==> config.mk <==
export PLATFORM = sky130hd
export DESIGN_NAME = sbcfg_regs
export DESIGN_NICKNAME = d
export VERILOG_FILES = /design/src/rtl/sbcfg_pkg.sv /design/src/rtl/sbcfg_wait_gen.sv /design/src/rtl/sbcfg_regs.sv
export SDC_FILE = /design/constraint.sdc
export NUM_CORES = 1
export LEC_CHECK = 0
export ABC_AREA = 0
export BUFFER_PORTS_ARGS = -buffer_cell sky130_fd_sc_hd__clkbuf_2
export CORE_MARGIN = 10
export CORE_UTILIZATION = 50
export CTS_CLUSTER_DIAMETER = 60
export CTS_CLUSTER_SIZE = 40
export DETAILED_ROUTE_END_ITERATION = 10
export GPL_ROUTABILITY_DRIVEN = 0
export PLACE_DENSITY = 0.85
export SLEW_MARGIN = 20
export SYNTH_ARGS = -nofsm -noshare
export SYNTH_HDL_FRONTEND = slang
export SYNTH_SLANG_ARGS = --single-unit
==> constraint.sdc <==
create_clock -name core_clk_in -period 3.6 [get_ports core_clk_in]
set_clock_uncertainty 0.15 [all_clocks]
set_input_delay 0.18 -clock core_clk_in [delete_from_list [all_inputs] [get_ports core_clk_in]]
set_output_delay 0.18 -clock core_clk_in [all_outputs]
set_load 0.005 [all_outputs]
==> src/rtl/sbcfg_pkg.sv <==
// System bus configuration register bank: shared constants and carrier types.
// Assumes a 200 MHz core clock and an Avalon-MM slave with 32-bit data words.
package sbcfg_pkg;

    // ----------------------------------------------------------------
    // Register indices and byte addresses
    // ----------------------------------------------------------------
    localparam logic [15:0] BUS_CFG_IDX = 16'hff00;
    localparam logic [15:0] STACK_PAGE_IDX = 16'hff01;
    localparam logic [15:0] WAIT_CLK_IDX = 16'hff02;
    localparam int ADDR_W = 18;
    localparam logic [17:0] BUS_CFG_ADDR = {BUS_CFG_IDX, 2'b00};
    localparam logic [17:0] STACK_PAGE_ADDR = {STACK_PAGE_IDX, 2'b00};
    localparam logic [17:0] WAIT_CLK_ADDR = {WAIT_CLK_IDX, 2'b00};

    // ----------------------------------------------------------------
    // Field positions
    // ----------------------------------------------------------------
    localparam int BUS_EXP_BIT = 7;
    localparam int CPU_MAX_BIT = 6;
    localparam int CS_EN_LSB = 0;
    localparam int BUS_REL_BIT = 7;
    localparam int WAIT_CODE_LSB = 4;
    localparam int CLK_SEL_BIT = 3;
    localparam int FOSC_ON_BIT = 2;

    // ----------------------------------------------------------------
    // Reset values and counts
    // ----------------------------------------------------------------
    localparam logic [7:0] BUS_CFG_RST_MCU = 8'h00;
    localparam logic [7:0] BUS_CFG_RST_MPU = 8'h81;
    localparam logic [7:0] STACK_PAGE_RST = 8'h00;
    localparam logic [7:0] WAIT_CLK_RST = 8'h0c;
    localparam logic [1:0] INSTR_HOLD_COUNT = 2'h2;
    localparam logic [3:0] WAIT_NONE = 4'h0;

    // ----------------------------------------------------------------
    // Types
    // ----------------------------------------------------------------
    typedef enum logic [3:0] {
        SBCFG_SYNC0 = 4'b0001,
        SBCFG_SYNC1 = 4'b0010,
        SBCFG_LOAD = 4'b0100,
        SBCFG_RUN = 4'b1000
    } sbcfg_state_t;

    typedef struct packed {
        logic bus_exp;
        logic cpu_max;
        logic clk_fast;
        logic fosc_on;
    } sbcfg_mode_t;

    typedef struct packed {
        logic [2:0] cs_pin;
        logic ack_pin;
    } sbcfg_pins_t;

endpackage

==> src/rtl/sbcfg_wait_gen.sv <==
// Wait state generator for external bus cycles.
// Assumes the CPU pulses t3_in at state T3 and half_state_in once per half clock state.
`timescale 1ns/1ps
`default_nettype none
module sbcfg_wait_gen (
    input wire logic core_clk_in,
    input wire logic rstn_in,
    input wire logic t3_in,
    input wire logic ext_access_in,
    input wire logic fast_clk_in,
    input wire logic [2:0] wait_state_code_in,
    input wire logic half_state_in,
    output logic wait_active_out
);
    logic [3:0] cnt_q;
    logic [3:0] cnt_d;
    logic start;

    // ----------------------------------------------------------------
    // Wait counter
    // ----------------------------------------------------------------
    // Internal accesses and the slow clock never stretch a cycle
    assign start = t3_in && ext_access_in && fast_clk_in;

    always_comb begin
        cnt_d = cnt_q;
        if (start && cnt_q == sbcfg_pkg::WAIT_NONE) begin
            cnt_d = {wait_state_code_in, 1'b0};
        end else if (half_state_in && cnt_q != sbcfg_pkg::WAIT_NONE) begin
            cnt_d = cnt_q - 4'h1;
        end
    end

    always_ff @(posedge core_clk_in or negedge rstn_in) begin
        if (!rstn_in) begin
            cnt_q <= sbcfg_pkg::WAIT_NONE;
        end else begin
            cnt_q <= cnt_d;
        end
    end

    // Holds the bus between T3 and T4 while states remain
    assign wait_active_out = (cnt_q != sbcfg_pkg::WAIT_NONE);
endmodule
`default_nettype wire

==> src/rtl/sbcfg_regs.sv <==
// System bus configuration register bank: bus/CPU mode, chip-select pin routing,
// stack page, wait states, bus release pins, CPU clock and interrupt masking.
// Assumes an Avalon-MM master on core_clk_in; mode and bus request pins are asynchronous.
//
// Added by the designer: the Avalon-MM register port.
`timescale 1ns/1ps
`default_nettype none

// Overview of operation
// - Bus config bit 7 selects expansion bus, bit 6 selects maximum CPU mode.
// - In processor mode the bus mode bit is fixed and reads as one.
// - Reset leaves single chip minimum in MCU mode, expansion minimum in MPU.
// - In expansion mode each set chip-select enable routes its chip select onto the shared pin.
// - Reset sets CS0 enable only in MPU mode; CS1 and CS2 start cleared.
// - In single chip mode the chip-select pins always show the output port.
// - Stack pointer carries never touch the page; the stack wraps in 64K.
// - All interrupts stay masked until bus config and stack page are written.
// - Every stack page write masks interrupts for one further instruction.
// - Wait code inserts twice its value in half-clock states, zero for none.
// - Bus release enable turns the shared pins into request and acknowledge.
// - Clock select bit runs the CPU on the fast oscillator; resets to one.
// - Fast oscillator on bit starts the oscillator; resets to one.
// - Waits go between T3 and T4, never internally or on slow clock.
module sbcfg_regs (
    input wire logic core_clk_in,
    input wire logic rstn_in,
    input wire logic mode_mcu_pin_in,
    input wire logic [17:0] avs_address_in,
    input wire logic avs_read_in,
    input wire logic avs_write_in,
    input wire logic [31:0] avs_writedata_in,
    input wire logic [3:0] avs_byteenable_in,
    output logic [31:0] avs_readdata_out,
    output logic avs_waitrequest_out,
    input wire logic [15:0] stack_pointer_in,
    output logic [23:0] stack_address_out,
    input wire logic instr_done_in,
    output logic int_mask_out,
    input wire logic [2:0] chip_select_n_in,
    input wire logic [2:0] output_port3_low_bits_in,
    input wire logic output_port3_bit3_in,
    input wire logic bus_ack_n_in,
    output sbcfg_pkg::sbcfg_pins_t pins_out,
    input wire logic bus_request_n_in,
    output logic input_port_bit3_out,
    output logic bus_request_n_out,
    input wire logic t3_in,
    input wire logic ext_access_in,
    input wire logic half_state_in,
    output logic wait_active_out,
    output sbcfg_pkg::sbcfg_mode_t mode_out
);
    // ----------------------------------------------------------------
    // State
    // ----------------------------------------------------------------
    sbcfg_pkg::sbcfg_state_t state_q, state_d;
    logic [1:0] sync1_q, sync2_q;
    logic mcu_q, mcu_d;
    logic [7:0] bus_cfg_q, bus_cfg_d;
    logic [7:0] page_q, page_d;
    logic [7:0] wcc_q, wcc_d;
    logic wrote_bus_q, wrote_bus_d;
    logic wrote_page_q, wrote_page_d;
    logic [1:0] hold_q, hold_d;
    logic ack_q, ack_d;
    logic [31:0] rdata_q, rdata_d;
    sbcfg_pkg::sbcfg_pins_t pins_q, pins_d;
    logic [23:0] stack_q, stack_d;
    logic req_in_q, req_in_d;
    logic req_n_q, req_n_d;
    logic bus_exp;
    logic [2:0] cs_route;
    logic wr_acc;

    function automatic logic reg_hit(input logic [17:0] addr, input logic [17:0] reg_addr);
        return addr == reg_addr;
    endfunction

    assign bus_exp = bus_cfg_q[sbcfg_pkg::BUS_EXP_BIT] || !mcu_q;
    assign wr_acc = ack_q && avs_write_in && avs_byteenable_in[0];

    // ----------------------------------------------------------------
    // Pin synchronisers
    // ----------------------------------------------------------------
    always_ff @(posedge core_clk_in or negedge rstn_in) begin
        if (!rstn_in) begin
            sync1_q <= 2'h3;
            sync2_q <= 2'h3;
        end else begin
            sync1_q <= {bus_request_n_in, mode_mcu_pin_in};
            sync2_q <= sync1_q;
        end
    end

    // ----------------------------------------------------------------
    // Chip-select pin routing
    // ----------------------------------------------------------------
    genvar gi;
    generate
        for (gi = 0; gi < 3; gi++) begin : g_cs
            // Single chip mode overrides the enables
            assign cs_route[gi] = bus_cfg_q[sbcfg_pkg::CS_EN_LSB + gi] && bus_exp;
        end
    endgenerate

    // ----------------------------------------------------------------
    // Next state
    // ----------------------------------------------------------------
    always_comb begin
        state_d = state_q;
        mcu_d = mcu_q;
        bus_cfg_d = bus_cfg_q;
        page_d = page_q;
        wcc_d = wcc_q;
        wrote_bus_d = wrote_bus_q;
        wrote_page_d = wrote_page_q;
        hold_d = hold_q;
        ack_d = 1'b0;
        rdata_d = rdata_q;
        unique case (state_q)
            sbcfg_pkg::SBCFG_SYNC0: begin
                state_d = sbcfg_pkg::SBCFG_SYNC1;
            end
            sbcfg_pkg::SBCFG_SYNC1: begin
                state_d = sbcfg_pkg::SBCFG_LOAD;
            end
            sbcfg_pkg::SBCFG_LOAD: begin
                // Strap is caught only once it has crossed both flops
                mcu_d = sync2_q[0];
                bus_cfg_d = sync2_q[0] ? sbcfg_pkg::BUS_CFG_RST_MCU : sbcfg_pkg::BUS_CFG_RST_MPU;
                state_d = sbcfg_pkg::SBCFG_RUN;
            end
            sbcfg_pkg::SBCFG_RUN: begin
                ack_d = (avs_read_in || avs_write_in) && !ack_q;
            end
            default: begin
                state_d = sbcfg_pkg::SBCFG_SYNC0;
            end
        endcase
        if (ack_d) begin
            rdata_d = 32'h0000_0000;
            if (avs_read_in && reg_hit(avs_address_in, sbcfg_pkg::BUS_CFG_ADDR)) begin
                rdata_d[7:0] = {bus_exp, bus_cfg_q[6:0]};
            end else if (avs_read_in && reg_hit(avs_address_in, sbcfg_pkg::STACK_PAGE_ADDR)) begin
                rdata_d[7:0] = page_q;
            end else if (avs_read_in && reg_hit(avs_address_in, sbcfg_pkg::WAIT_CLK_ADDR)) begin
                rdata_d[7:0] = wcc_q;
            end
        end
        if (wr_acc && reg_hit(avs_address_in, sbcfg_pkg::BUS_CFG_ADDR)) begin
            // Reserved bits simply store what is written
            bus_cfg_d = avs_writedata_in[7:0];
            bus_cfg_d[sbcfg_pkg::BUS_EXP_BIT] = avs_writedata_in[sbcfg_pkg::BUS_EXP_BIT] || !mcu_q;
            wrote_bus_d = 1'b1;
        end
        if (wr_acc && reg_hit(avs_address_in, sbcfg_pkg::STACK_PAGE_ADDR)) begin
            // No range check: the page limit is software's duty
            page_d = avs_writedata_in[7:0];
            wrote_page_d = 1'b1;
        end
        if (wr_acc && reg_hit(avs_address_in, sbcfg_pkg::WAIT_CLK_ADDR)) begin
            wcc_d = avs_writedata_in[7:0];
        end
        // The writing instruction ends first, then one more runs masked
        if (wr_acc && reg_hit(avs_address_in, sbcfg_pkg::STACK_PAGE_ADDR)) begin
            hold_d = sbcfg_pkg::INSTR_HOLD_COUNT;
        end else if (instr_done_in && hold_q != 2'h0) begin
            hold_d = hold_q - 2'h1;
        end
    end

    always_comb begin
        pins_d.cs_pin = 3'h0;
        for (int i = 0; i < 3; i++) begin
            pins_d.cs_pin[i] = cs_route[i] ? chip_select_n_in[i] : output_port3_low_bits_in[i];
        end
        pins_d.ack_pin = wcc_q[sbcfg_pkg::BUS_REL_BIT] ? bus_ack_n_in : output_port3_bit3_in;
        req_in_d = sync2_q[1];
        req_n_d = wcc_q[sbcfg_pkg::BUS_REL_BIT] ? sync2_q[1] : 1'b1;
        // Page comes only from the register: pointer carries are dropped
        stack_d = {page_q, stack_pointer_in};
    end

    always_ff @(posedge core_clk_in or negedge rstn_in) begin
        if (!rstn_in) begin
            state_q <= sbcfg_pkg::SBCFG_SYNC0;
            mcu_q <= 1'b1;
            bus_cfg_q <= sbcfg_pkg::BUS_CFG_RST_MCU;
            page_q <= sbcfg_pkg::STACK_PAGE_RST;
            wcc_q <= sbcfg_pkg::WAIT_CLK_RST;
            wrote_bus_q <= 1'b0;
            wrote_page_q <= 1'b0;
            hold_q <= 2'h0;
            ack_q <= 1'b0;
            rdata_q <= 32'h0000_0000;
            pins_q <= '0;
            stack_q <= 24'h00_0000;
            req_in_q <= 1'b1;
            req_n_q <= 1'b1;
        end else begin
            state_q <= state_d;
            mcu_q <= mcu_d;
            bus_cfg_q <= bus_cfg_d;
            page_q <= page_d;
            wcc_q <= wcc_d;
            wrote_bus_q <= wrote_bus_d;
            wrote_page_q <= wrote_page_d;
            hold_q <= hold_d;
            ack_q <= ack_d;
            rdata_q <= rdata_d;
            pins_q <= pins_d;
            stack_q <= stack_d;
            req_in_q <= req_in_d;
            req_n_q <= req_n_d;
        end
    end

    // ----------------------------------------------------------------
    // Outputs
    // ----------------------------------------------------------------
    assign avs_waitrequest_out = !ack_q;
    assign avs_readdata_out = rdata_q;
    assign int_mask_out = !(wrote_bus_q && wrote_page_q) || (hold_q != 2'h0);
    assign pins_out = pins_q;
    assign stack_address_out = stack_q;
    assign input_port_bit3_out = req_in_q;
    assign bus_request_n_out = req_n_q;
    // One driver for the whole mode word, fields in struct order
    assign mode_out = {bus_exp, bus_cfg_q[sbcfg_pkg::CPU_MAX_BIT],
        wcc_q[sbcfg_pkg::CLK_SEL_BIT], wcc_q[sbcfg_pkg::FOSC_ON_BIT]};

    sbcfg_wait_gen u_wait (
        .core_clk_in(core_clk_in),
        .rstn_in(rstn_in),
        .t3_in(t3_in),
        .ext_access_in(ext_access_in && bus_exp),
        .fast_clk_in(wcc_q[sbcfg_pkg::CLK_SEL_BIT]),
        .wait_state_code_in(wcc_q[sbcfg_pkg::WAIT_CODE_LSB +: 3]),
        .half_state_in(half_state_in),
        .wait_active_out(wait_active_out)
    );
endmodule
`default_nettype wire

# Word level (Yosys, flattened, before mapping)
# Index checks and enable logic that the tools add are counted.
[totals]
elab_cells = 76
ram_bits = 0
n_memories = 0
rom_bits = 0
register_bits = 80
inputBits = 88
output_inout_bits = 69
latch_bits = 0
[classes]
n_mux = 17
mul = 0
bitwise = 0
shift = 0
n_addsub = 2
div_mod_pow = 0
n_eq_ne = 7
n_lt_le_gt_ge = 0
reduce_logical = 32
[ops]
columns = ["op", "n"]
rows = [
  ["18-bit equality test (second input constant)", 3],
  ["8-bit two-way mux", 6],
  ["1-bit logical AND", 19],
  ["4-bit case mux with 4 select lines", 1],
  ["4-bit two-way mux", 2],
  ["2-bit nonzero test", 4],
  ["1-bit two-way mux", 6],
  ["4-bit by 1-bit equality test with 1-bit output (second input constant)", 1],
  ["4-bit by 2-bit equality test with 1-bit output (second input constant)", 1],
  ["4-bit by 3-bit equality test with 1-bit output (second input constant)", 1],
  ["4-bit equality test (second input constant)", 1],
  ["4-bit zero test", 1],
  ["1-bit logical OR", 4],
  ["2-bit two-way mux", 2],
  ["4-bit nonzero test", 1],
  ["4-bit by 1-bit subtractor with 4-bit output (second input constant)", 1],
  ["1-bit zero test", 3],
  ["2-bit by 1-bit subtractor with 2-bit output (second input constant)", 1],
]

# Logic depth before layout (Yosys ltp)
# Gate-level depths: netlist (run 1).
[logic_depth]
word_depth = 7
depth_mapped = 6
mapped_depth_nobuf = 6

# By module
# A second synthesis (run 1) with hierarchy kept.
[unflattened]
cells_unflattened = 267
area_unflattened_um2 = 3320.7
[by_module_without_submodules]
columns = ["mod", "n_inst", "seq_area_each_um2", "area_each_um2", "cells_per_inst"]
rows = [
  ["sbcfg_regs", 1, 1914.3, 3072.9, 241],
  ["sbcfg_wait_gen", 1, 100.1, 247.7, 26],
]

# Least setup slack after synthesis (run 1)
# OpenSTA, ideal clock, no wires.
[synth_timing]
path_type = "input to register"
start = "in avs_address_in[5]"
end = "reg bus_cfg_q[0]"
arrival_time_ps = 2098
required_time_ps = 3325
setup_slack_ps = 1227
path_stages = 6
n_path_buf = 2
setup_ps = 125
path_cell_list = "or4_4 or4_1 buf_6 nor4b_4 buf_6 mux2_4"
[synth_via]
elab_chain_len = 3
elab_cells_between_ends = 4
classes_between = "1 x eq/ne; 1 x mux; 2 x reduce/logical"
[synth_lines]
columns = ["element", "line", "text"]
rows = [
  ["start: declaration", "sbcfg_regs.sv:28", "input wire logic [17:0] avs_address_in,"],
  ["18-bit equality test *", "sbcfg_regs.sv:76", "return addr == reg_addr;"],
  ["1-bit logical AND *", "sbcfg_regs.sv:150", "if (wr_acc && reg_hit(avs_address_in, sbcfg_pkg::BUS_CFG_ADDR)) begin"],
  ["8-bit two-way mux / 2-bit nonzero test (equally long branches)", "n/a", ""],
  ["end signal: assignment", "sbcfg_regs.sv:188", "bus_cfg_q <= sbcfg_pkg::BUS_CFG_RST_MCU;"],
  ["end signal: assignment", "sbcfg_regs.sv:203", "bus_cfg_q <= bus_cfg_d;"],
  ["end: declaration", "sbcfg_regs.sv:59", "logic [7:0] bus_cfg_q, bus_cfg_d;"],
]
# Mark *: on every way between the ends. The rest lies on a longest branch, timed or not.
# A chain may end at the register's enable or synchronous reset.

# Final worst setup path (run 1)
[layout_timing]
start = "in avs_address_in[5]"
end = "reg bus_cfg_q[5]"
# The elaborated chain is that of the path after synthesis.

==> results of run 1 <==
[through the flow]
stage                     setup slack, ps  hold slack (ps)  instance area, µm²  utilization (%)
after floorplan                      1230             -266                3380                -
after global placement                889              119                3760             58.9
after detailed placement              860              122                3760             58.9
after CTS                            1230             14.9                4330             67.8
after global routing                 1120             35.8                4330             67.8
final                                1200             25.6                4330             67.8
[final timing paths]
path / startpoint / to / depth (start not counted)
worst max-delay path: avs_address_in[5] / bus_cfg_q[5]$_DFFE_PN0P_ / 6
worst min-delay path: half_state_in / u_wait.cnt_q[0]$_DFFE_PN0P_ / 3
worst max register to register: ack_q$_DFF_PN0_ / bus_cfg_q[5]$_DFFE_PN0P_ / 5
worst min register to register: sync1_q[0]$_DFF_PN1_ / sync2_q[0]$_DFF_PN1_ / 0
max in group asynchronous: rstn_in / stack_address_out[6]$_DFF_PN0_ / 2
min in group asynchronous: rstn_in / stack_address_out[4]$_DFF_PN0_ / 2
[state kept, by name, indices dropped and copies added (netlist names)]
| register | cells |
|---|---|
| wcc_q | 8 |
| mcu_q | 1 |
| bus_request_n_out | 1 |
| bus_cfg_q | 8 |
| hold_q | 2 |
| wrote_bus_q | 1 |
| state_q | 4 |
| pins_out | 4 |
| avs_readdata_out | 8 |
| page_q | 8 |
| sync2_q | 2 |
| sync1_q | 2 |
| ack_q | 1 |
| wrote_page_q | 1 |
| stack_address_out | 24 |
| u_wait.cnt_q | 4 |
| input_port_bit3_out | 1 |
[Yosys cell counts (2+ instances only)]
master / number / area (µm²)
or4b_2: 2 / 20.0
ha_1: 3 / 37.5
nand2b_1: 3 / 18.8
mux2_1: 2 / 22.5
mux2i_1: 10 / 100
inv_1: 16 / 60.1
xnor2_1: 2 / 17.5
nor3_1: 4 / 20.0
nor2b_1: 3 / 18.8
mux2_2: 15 / 169
buf_6: 2 / 22.5
a22o_1: 8 / 70.1
nand3_1: 6 / 30.0
dfstp_2: 10 / 263
buf_4: 28 / 210
or3b_2: 2 / 17.5
clkbuf_1: 5 / 18.8
nor4b_1: 3 / 26.3
dfrtp_1: 70 / 1750
o22ai_1: 8 / 50.1
nand2_1: 23 / 86.3
nor2_4: 2 / 22.5
o21ai_0: 14 / 70.1
[worst max-delay path: cells and delay by family]
kind / cells / cell delay (ps)
simple gates: 3 / 1820
buf+inv: 2 / 330
mux: 1 / 180
[layout make-up]
type                    instances  area [µm²]  area share (%)
flip-flops and latches         80        2010            46.6
multi-input cells             153        1050            24.3
repair buffers                141         886            20.5
clock buffers                  14         183            4.22
well taps                      77        96.3            2.23
inverters                      16        60.1            1.39
clock inverters                 2        35.0           0.810
[power breakdown]
group          switching [W]  internal (W)
Sequential         0.0000298      0.000953
Clock               0.000299      0.000396
Combinational       0.000132      0.000125
[logic make-up (layout without fill, tap and decap cells)]
kind of cell               Yosys count  in the layout  synth area share, %
AOI/OAI and AO/OA                   34             34                 6.58
xor gates and xnor gates             3              3                0.798
adders and majority gates            3              3                 1.14
buffers and inverters               51            173                 9.46
DFF                                 80             80                 61.2
muxes                               28             28                 9.31
other                                1             24                0.114
and+or+nand+nor                     61             61                 11.4
[layer usage]
metal  track usage [%]  wire length, µm
met1              18.4             3190
met2              27.5             4170
met3              6.26              742
met4              5.79               99
met5                 0                0
==> metrics.md, run 1 <==
| Metric | Value |
|---|---|
| Initial antenna violation count | 0 |
| CP Data Required Time | 3710 ps |
| Sequential share of the synthesized area | 61.2% |
| Initial core utilization | 51.5% |
| # resized after CTS | 0 |
| CTS tree | yes |
| Synthesis-stage register bit count | 80 |
| Worst skew pair latency | 340 ps |
| Post-route insts no fill | 483 |
| Final period util | 66.8% |
| Crit-path max FO | 5 |
| Commonest cells after routing, fill and taps aside | 104 x clkbuf_2, 70 x dfrtp_1, 35 x dlygate4sd3_1, 24 x conb_1, 23 x nand2_1 |
| Max incr delay on CP | 720 ps |
| I/O Buffers | 105 |
| Mapped Area | 3290 µm² |
| Gr ovfl total | 0 |
| Flop2flop setup slack | 1310 ps |
| Post-Syn Instances | 261 |
| Filler cell count | 493 |
| Die span in y | 101 µm |
| Antenna viol nets, final | 0 |
| Final #Nets | 492 |
| Startpoint Class | input pin |
| Total CTS buffers | 9 |
| CTS Buffer Depth | 2 |
| Vias in the first global route | 2629 |
| Final Max Tran Viols | 0 |
| Ys Warns | 0 |
| Area Growth Syn to Fin | 31.4% |
| Commonest non-fill, non-tap cell in the layout | clkbuf_2 |
| Unrepaired setup endpoints after global routing | no |
| Netlist cell types | 43 |
| Clock Tree Root | clkbuf_8 |
| CTS HTree Levels | 3 |
| Clk sinks | 80 |
| DRC | 0 |
| Initial DRT Pass Iterations | 4 |
| Clk slew on worst S/H paths | 70 ps |
| Ant. Diodes | 0 |
| Routed via count | 2426 |
| P_leak | 2.18 nW |
| Die area | 10200 µm² |
| Crit path cell chain | clkbuf_2, or4_4, or4_1, nor4b_4, buf_4, mux2i_1 |
| Setup repair bufs after CTS | 0 |
| Worst hold path type | input pin to flip-flop |
| Final setup violation count | 0 |
| Main synth FF type | dfrtp_1 |
| Worst slew margin | 34.7% |
| Async S/R FF share, synth | 100% |
| Row count | 29 |
| Slew @ Worst Pin | 980 ps |
| Final HPWL DP | 5970 µm |
| Max-cap violations | 0 |
| Dpl cells | 432 |
| # IOs | 157 |
| Crit path DAT | 2520 ps |
| Number of enable flip-flop cells after synthesis | 0 |
| Syn avg cell area | 12.6 µm² |
| Share of cells above drive strength 1 | 38.4% |
| Slowest CP cell | or4_1 |
| Core region area | 6390 µm² |
| Total GRT Usage | 16.3% |
| Crit Path Class | input pin to flip-flop |
| Vias/cell | 5.02 |
| Hold_buf cts | 35 |
| Final Power | 0.00194 W |
| Fin. Hold Viols | 0 |
| Drt wl/cell | 17.0 µm |
| Pwr Density | 447 nW/µm² |
| DRC marker count from the first detailed-route iteration | 110 |
| Pin count of the biggest net entering global routing | 81 |
| Status | complete, no violations |
| Routed wire length | 8200 µm |
| Critical Path Sink Type | flip-flop |
| Max VDD drop | 0.293 mV |
| Die width | 101 µm |
| Min Tclk post-route | 2400 ps |
| First-pass GRT wire length | 13000 µm |
| Fmax | 416 MHz |
| Setup TNS | 0 ps |
(Power assumes the default switching activity.)
==> inputs of run 2 (changes only) <==
- ABC_AREA: 0 -> 1
- CORE_UTILIZATION: 50 -> 47
- PLACE_DENSITY: 0.85 -> 0.79
- clock period: 3.6 -> 2.5 ns (I/O delays scaled with it)
==> run 2 against run 1 <==
Register-to-register slack got worse by 800 ps; critical path depth decreased by 1; first-iteration DRC count decreased by 11%; sequential share of layout area decreased by 3.2 points; via count increased by 17%; global-route usage decreased by 0.72 points; sequential power increased by 37%.
==> metrics.md, run 2 <==
| Metric | Value |
|---|---|
| Dpl ws | 758 ps (-102 ps) |
| Crit Path Class | flip-flop to flip-flop |
| Total CTS buffers | 9 (unchanged) |
| Filler cell count | 607 (+23%) |
| Setup ws final | 508 ps (-688 ps) |
| Mapped Area | 3570 µm² (+8.4%) |
| CP Data Required Time | 2580 ps (-1130 ps) |
| Hold Crit Depth | 4 (+1) |
| Commonest non-fill, non-tap cell in the layout | clkbuf_2 |
| Final Power | 0.00276 W (+43%) |
| Reg-to-reg critical path endpoint | pins_out[1]$_DFF_PN0_ |
| R2r startpoint | mcu_q$_DFFE_PN1N_ |
| Initial core utilization | 48.7% (-2.9 points) |
| Sequential share of the synthesized area | 56.5% (-4.7 points) |
| Routed via count | 2829 (+17%) |
| Share of cells above drive strength 1 | 35.8% (-2.6 points) |
| Fin. Hold Viols | 0 (unchanged) |
| Syn avg cell area | 9.96 µm² (-21%) |
| Hold Startpoint | avs_address_in[3] |
| Pin count of the biggest net entering global routing | 81 (unchanged) |
| Worst hold path type | input pin to flip-flop |
| I/O Buffers | 105 (unchanged) |
| Pwr Density | 594 nW/µm² (+33%) |
| Vias in the first global route | 3065 (+17%) |
| P_leak | 2.45 nW (+12%) |
| Final HPWL DP | 6350 µm (+6.3%) |
| Netlist cell types | 32 (-26%) |
| Initial antenna violation count | 0 (unchanged) |
| Ys Warns | 0 (unchanged) |
| Final core utilization | 63.4% (-4.3 points) |
| Clk slew on worst S/H paths | 80 ps (about the same) |
| Routed wire length | 8650 µm (+5.5%) |
| Pint | 0.00206 W (+40%) |
| Gr ovfl total | 0 (unchanged) |
| FF-to-FF path depth | 5 (unchanged) |
| DRC | 0 (unchanged) |
| Max-cap violations | 0 (unchanged) |
| Startpoint Class | flip-flop |
| Die area | 11500 µm² (+12%) |
| Crit-path max FO | 9 (+4) |
| Number of enable flip-flop cells after synthesis | 0 (unchanged) |
| Final period util | 79.7% |
| Area Growth Syn to Fin | 30.3% |
| Switch Pwr | 0.000699 W (+52%) |
| CTS Buffer Depth | 2 (unchanged) |
| Antenna viol nets, final | 0 (unchanged) |
| Max VDD drop | 0.435 mV (+48%) |
| Hold Path End | bus_cfg_q[1]$_DFFE_PN0P_ |
| Final setup violation count | 0 (unchanged) |
| Die width | 107 µm (+5.9%) |
| Synthesis-stage register bit count | 80 (unchanged) |
| First-pass GRT wire length | 14500 µm (+11%) |
| Core region area | 7330 µm² (+15%) |
| Final #Nets | 589 (+20%) |
| CTS HTree Levels | 3 (unchanged) |
| Total GRT Usage | 15.6% (-0.72 points) |
| Unrepaired setup endpoints after global routing | no |
| Max reg flops | 24 (unchanged) |
| Multi-input logic area | 1220 µm² (+16%) |
| Main synth FF type | dfrtp_1 |
| Commonest cells after routing, fill and taps aside | 104 x clkbuf_2, 75 x nand2_1, 70 x dfrtp_1, 37 x dlygate4sd3_1, 35 x inv_1 |
| Top cell type's share of synthesized area | 49.1% (-4.1 points) |
| Worst skew pair latency | 350 ps (about the same) |
| # IOs | 157 (unchanged) |
| Reg area | 2010 µm² (unchanged) |
| Final Max Tran Viols | 0 (unchanged) |
| Post-Syn Instances | 358 (+37%) |
| Logic pwr share | 11.1% (-2.2 points) |
| Row count | 31 (+6.9%) |
| Drt wl/cell | 14.4 µm (-15%) |
| Slew @ Worst Pin | 992 ps (+12.0 ps) |
| Leading area contributor after synthesis | dfrtp_1 |
| Clock Tree Root | clkbuf_8 |
| Critical Path Sink Type | flip-flop |
| Async S/R FF share, synth | 100% (unchanged) |
| Setup repair bufs after CTS | 0 (unchanged) |
| Sw frac | 25.3% (+1.5 points) |
| Flop2flop setup slack | 510 ps (-800 ps) |
| Clock Power Share | 39.8% (+3.9 points) |
| DRC marker count from the first detailed-route iteration | 98 (-11%) |
| Sequential Power Share | 49.1% (-1.7 points) |
| Count leader, synth | nand2_1 |
| Vias/cell | 4.70 (-6.4%) |
| Clk sinks | 80 (unchanged) |
| Initial DRT Pass Iterations | 4 (unchanged) |
| Setup TNS | 0 ps (unchanged) |
| Ant. Diodes | 0 (unchanged) |
| CTS tree | yes |
| Area contributors post-synth | dfrtp_1 49%, nand2_1 7.9%, dfstp_2 7.4% |
| Die span in y | 107 µm (+5.9%) |
| Status | complete, no violations |
| Worst slew margin | 33.9% (-0.80 points) |
| Crit path DAT | 2080 ps (-440 ps) |
| Min Tclk post-route | 1990 ps |
| Synth top cells by count | 75 x nand2_1, 70 x dfrtp_1, 35 x inv_1, 29 x buf_4, 24 x nand4_1 |
| Fmax | 502 MHz |
-- run 2: cell count changes in the layout (fill, tap and decap cells not counted), moves of 11 or more --
cell	previous run	this run
inv_1	16	35
mux2_2	15	2
nand2_1	23	75
nand4_1	1	24
o21ai_0	14	3
o21ai_2	0	15
-- run 2: layout make-up --
class / instances / area share [%]
Inverter: 42 / 3.39
Clock buffer: 9 / 2.66
Timing Repair Buffer: 142 / 19.3
Clock inverter: 7 / 2.34
Tap cell: 99 / 2.66
Sequential cell: 80 / 43.3
Multi-Input combinational cell: 223 / 26.3
-- run 2: metal layers --
| layer | global-route usage, % | up-vias | wire length [µm] |
|---|---|---|---|
| met2 | 28.0 | 80 | 4550 |
| met3 | 5.69 | 9 | 633 |
| met1 | 16.5 | 1348 | 3370 |
| met5 | 0 | - | 0 |
| met4 | 5.03 | 0 | 97 |
| li1 | - | 1392 | - |
-- run 2: critical path, cell delays in order (launching register included) --
cell	delay [ps]
dfstp_2	520
inv_1	50
or2_1	360
a21oi_1	190
a31oi_1	50
dlygate4sd3_1	570
-- run 2: how the worst max path moves through the flow --
| stage | from | endpoint | depth (start not counted) |
|---|---|---|---|
| 2_1_floorplan | mcu_q$_DFFE_PN1N_ | u_wait.cnt_q[1]$_DFFE_PN0P_ | 8 |
| 4_1_cts | mcu_q$_DFFE_PN1N_ | pins_out[1]$_DFF_PN0_ | 5 |
| 3_3_place_gp | mcu_q$_DFFE_PN1N_ | u_wait.cnt_q[2]$_DFFE_PN0P_ | 7 |
| 6_report | mcu_q$_DFFE_PN1N_ | pins_out[1]$_DFF_PN0_ | 5 |
| 5_1_grt | mcu_q$_DFFE_PN1N_ | pins_out[3]$_DFF_PN0_ | 5 |
| 3_5_place_dp | mcu_q$_DFFE_PN1N_ | u_wait.cnt_q[1]$_DFFE_PN0P_ | 7 |
-- run 2: power by group through the flow --
stage                     Sequential, W  Combinational, W  Clock, W
after floorplan                 0.00138          0.000159         0
after global placement          0.00138          0.000240         0
after detailed placement        0.00138          0.000257         0
after CTS                       0.00135          0.000305   0.00113
after global routing            0.00136          0.000349   0.00119
final                           0.00135          0.000306   0.00110
-- run 2: repair_timing --
item,4_1_cts,5_1_grt
hold endpoints to repair,120,0
setup endpoints to repair,0,0
hold buffers,37,0
resized for setup,0,0
-- run 2: through the flow --
| step | cells | hold slack, ps | cell area (µm²) |
|---|---|---|---|
| finish | 602 | 78.2 | 4650 |
| detailed placement | 549 | 67.5 | 4050 |
| CTS | 602 | 52.4 | 4650 |
| global placement | 549 | 62.7 | 4050 |
| global route | 602 | 86.0 | 4650 |
| floorplan | 381 | -321 | 3650 |
-- run 2: cell families (layout without fill, tap and decap cells) --
kind of cell | after synthesis | count (layout) | synth area share (%)
buffers and inverters | 78 | 200 | 11.7
AO/OA/AOI/OAI | 35 | 35 | 6.73
adder cells (fa/ha/maj) | 3 | 3 | 1.05
AND/OR/NAND/NOR | 158 | 158 | 23.0
other | 1 | 24 | 0.105
flip-flops | 80 | 80 | 56.5
XOR/XNOR | 1 | 1 | 0.246
multiplexers | 2 | 2 | 0.631
==> inputs of run 3 (changes only) <==
- CORE_UTILIZATION: 47 -> 43
- PLACE_DENSITY: 0.79 -> 0.77
- clock period: 2.5 -> 1.66 ns (I/O delays scaled with it)
==> run 3 against run 2 <==
First-iteration DRC count up 60%; cell area up 2.0%; count of clock-buffer cells in the layout up 1; routed wire length up 0.91%; die area up 7.5%; register-to-register slack worse by 440 ps; largest cell class unchanged; largest power group unchanged; highest routed layer unchanged.
==> metrics.md, run 3 (synthesis gave the netlist of run 2 again) <==
| Metric | Value |
|---|---|
| Status | complete, no violations |
| Hold Crit Depth | 5 (+1) |
| Flop2flop setup slack | 60 ps (-440 ps) |
| M1 GR Usage | 15.8% (-0.65 points) |
| Max reg flops | 24 (unchanged) |
| CTS tree | yes |
| Pint | 0.00313 W (+52%) |
| Startpoint Class | flip-flop |
| Crit path to | pins_out[0]$_DFF_PN0_ |
| CTS HTree Levels | 3 (unchanged) |
| Fin. Hold Viols | 0 (unchanged) |
| Setup TNS | 0 ps (unchanged) |
| Gr ovfl total | 0 (unchanged) |
| CP Data Required Time | 1750 ps (-830 ps) |
| Critical Path Sink Type | flip-flop |
| FF-to-FF path depth | 2 (-3) |
| Sequential Power Share | 49.4% (+0.3 points) |
| Final HPWL DP | 6650 µm (+4.8%) |
| Final setup violation count | 0 (unchanged) |
| Worst Hold Slack | 28.5 ps (-49.7 ps) |
| Initial core utilization | 43.9% (-4.8 points) |
| Final #Nets | 596 (+1.2%) |
| I/O Buffers | 105 (unchanged) |
| Clk slew on worst S/H paths | 80 ps (about the same) |
| Vias in the first global route | 3072 (+0.23%) |
| Pwr Density | 871 nW/µm² (+47%) |
| Drt wl/cell | 14.2 µm (-1.2%) |
| Met3 Use GR | 5.52% (-0.17 points) |
| Clock Power Share | 39.1% (-0.7 points) |
| Crit-path max FO | 4 (-5) |
| Clock Tree Root | clkbuf_8 |
| Routed wire length | 8730 µm (+0.91%) |
| Commonest non-fill, non-tap cell in the layout | clkbuf_2 |
| Max VDD drop | 0.488 mV (+12%) |
| Core region area | 8130 µm² (+11%) |
| Total CTS buffers | 9 (unchanged) |
| Final period util | 96.2% (+17 points) |
| R2r startpoint | wcc_q[7]$_DFFE_PN0P_ |
| Crit Path Class | flip-flop to flip-flop |
| DRC marker count from the first detailed-route iteration | 157 (+60%) |
| Crit path DAT | 1690 ps (-390 ps) |
| Total GRT Usage | 14.2% (-1.4 points) |
| Reg-to-reg critical path endpoint | pins_out[0]$_DFF_PN0_ |
| Switch Pwr | 0.00100 W (+43%) |
| Unrepaired setup endpoints after global routing | no |
| Commonest cells after routing, fill and taps aside | 104 x clkbuf_2, 75 x nand2_1, 70 x dfrtp_1, 38 x dlygate4sd3_1, 35 x inv_1 |
| Sw frac | 24.2% (-1.1 points) |
| Worst hold path type | input pin to flip-flop |
| Final core utilization | 58.3% (-5.1 points) |
| Routed via count | 2858 (+1.0%) |
| Met2 Use GR | 24.0% (-4.0 points) |
| Global route hottest layer | met2 |
| Max-cap violations | 0 (unchanged) |
| Final Max Tran Viols | 0 (unchanged) |
| Worst skew pair latency | 350 ps (about the same) |
| Initial antenna violation count | 0 (unchanged) |
| Fmax | 626 MHz (+25%) |
| Share of cells above drive strength 1 | 36.9% (+1.1 points) |
| Row count | 33 (+6.5%) |
| # IOs | 157 (unchanged) |
| Logic pwr share | 11.4% (+0.3 points) |
| Min Tclk post-route | 1600 ps (-395 ps) |
| CTS Buffer Depth | 2 (unchanged) |
| Filler cell count | 699 (+15%) |
| Critical Path Start | wcc_q[7]$_DFFE_PN0P_ |
| Pin count of the biggest net entering global routing | 54 (-33%) |
| Dpl ws | 74.2 ps (-684 ps) |
| Die area | 12300 µm² (+7.5%) |
| Clk sinks | 80 (unchanged) |
| Die width | 111 µm (+3.7%) |
| Initial DRT Pass Iterations | 4 (unchanged) |
| Vias/cell | 4.65 (-1.1%) |
| Antenna viol nets, final | 0 (unchanged) |
| DRC | 0 (unchanged) |
| First-pass GRT wire length | 14600 µm (+0.67%) |
| Setup ws final | 63.1 ps (-445 ps) |
| Area Growth Syn to Fin | 32.9% |
| P_leak | 2.49 nW (+1.6%) |
| Die span in y | 111 µm (+3.7%) |
| Ant. Diodes | 0 (unchanged) |
[run 3: cell count changes in the layout (fill, tap and decap cells not counted), moves of 2 or more]
cell / previous run / this run
buf_4: 1 / 6
nor2_4: 6 / 9
inv_8: 2 / 0
nor2_2: 4 / 2
[run 3: worst min path at each step]
stage,start,slack (ps),to
after CTS,t3_in,10,u_wait.cnt_q[3]$_DFFE_PN0P_
after detailed placement,rstn_in,-110,pins_out[2]$_DFF_PN0_
after floorplan,rstn_in,-360,ack_q$_DFF_PN0_
final,ext_access_in,30,u_wait.cnt_q[3]$_DFFE_PN0P_
after global placement,rstn_in,-120,pins_out[2]$_DFF_PN0_
after global routing,t3_in,50,u_wait.cnt_q[3]$_DFFE_PN0P_
[run 3: power groups by stage]
stage                     Combinational (W)  Sequential [W]  Clock [W]
after CTS                          0.000474         0.00204    0.00167
after detailed placement           0.000403         0.00208          0
after global placement             0.000375         0.00208          0
final                              0.000472         0.00204    0.00162
after floorplan                    0.000239         0.00208          0
after global routing               0.000529         0.00205    0.00174
[run 3: through the flow]
| stage | instance area (µm²) | power (W) | cells |
|---|---|---|---|
| after global routing | 4740 | 0.00432 | 615 |
| after global placement | 4110 | 0.00245 | 561 |
| after floorplan | 3650 | 0.00232 | 381 |
| after detailed placement | 4110 | 0.00248 | 561 |
| after CTS | 4710 | 0.00418 | 614 |
| final | 4740 | 0.00413 | 615 |
[run 3: final cells by class]
class	count	area (µm²)	share of cell area, %
Clock buffer	10	138	2.90
Sequential cell	80	2010	42.5
Inverter	42	158	3.33
Tap cell	105	131	2.77
Clock inverter	6	91.3	1.93
Timing Repair Buffer	149	966	20.4
Multi-Input combinational cell	223	1240	26.2
[run 3: worst max-delay path: stages, from the launching register on]
cell           delay [ps]
dfrtp_1               440
mux2_2                350
dlygate4sd3_1         550
[run 3: metal layers]
layer / wire [µm] / vias to the layer above / part of all wire [%]
met5: 0 / - / 0
met2: 4350 / 110 / 50
met3: 742 / 12 / 8.5
met1: 3500 / 1341 / 40
met4: 137 / 0 / 1.6
li1: - / 1395 / -
[run 3: repair_timing]
action,CTS,global route
buffers inserted,0,1
resized for setup,1,4
setup endpoints to repair,1,9
endpoints found under the hold margin,123,0
pin swaps,0,2
hold buffers,38,0
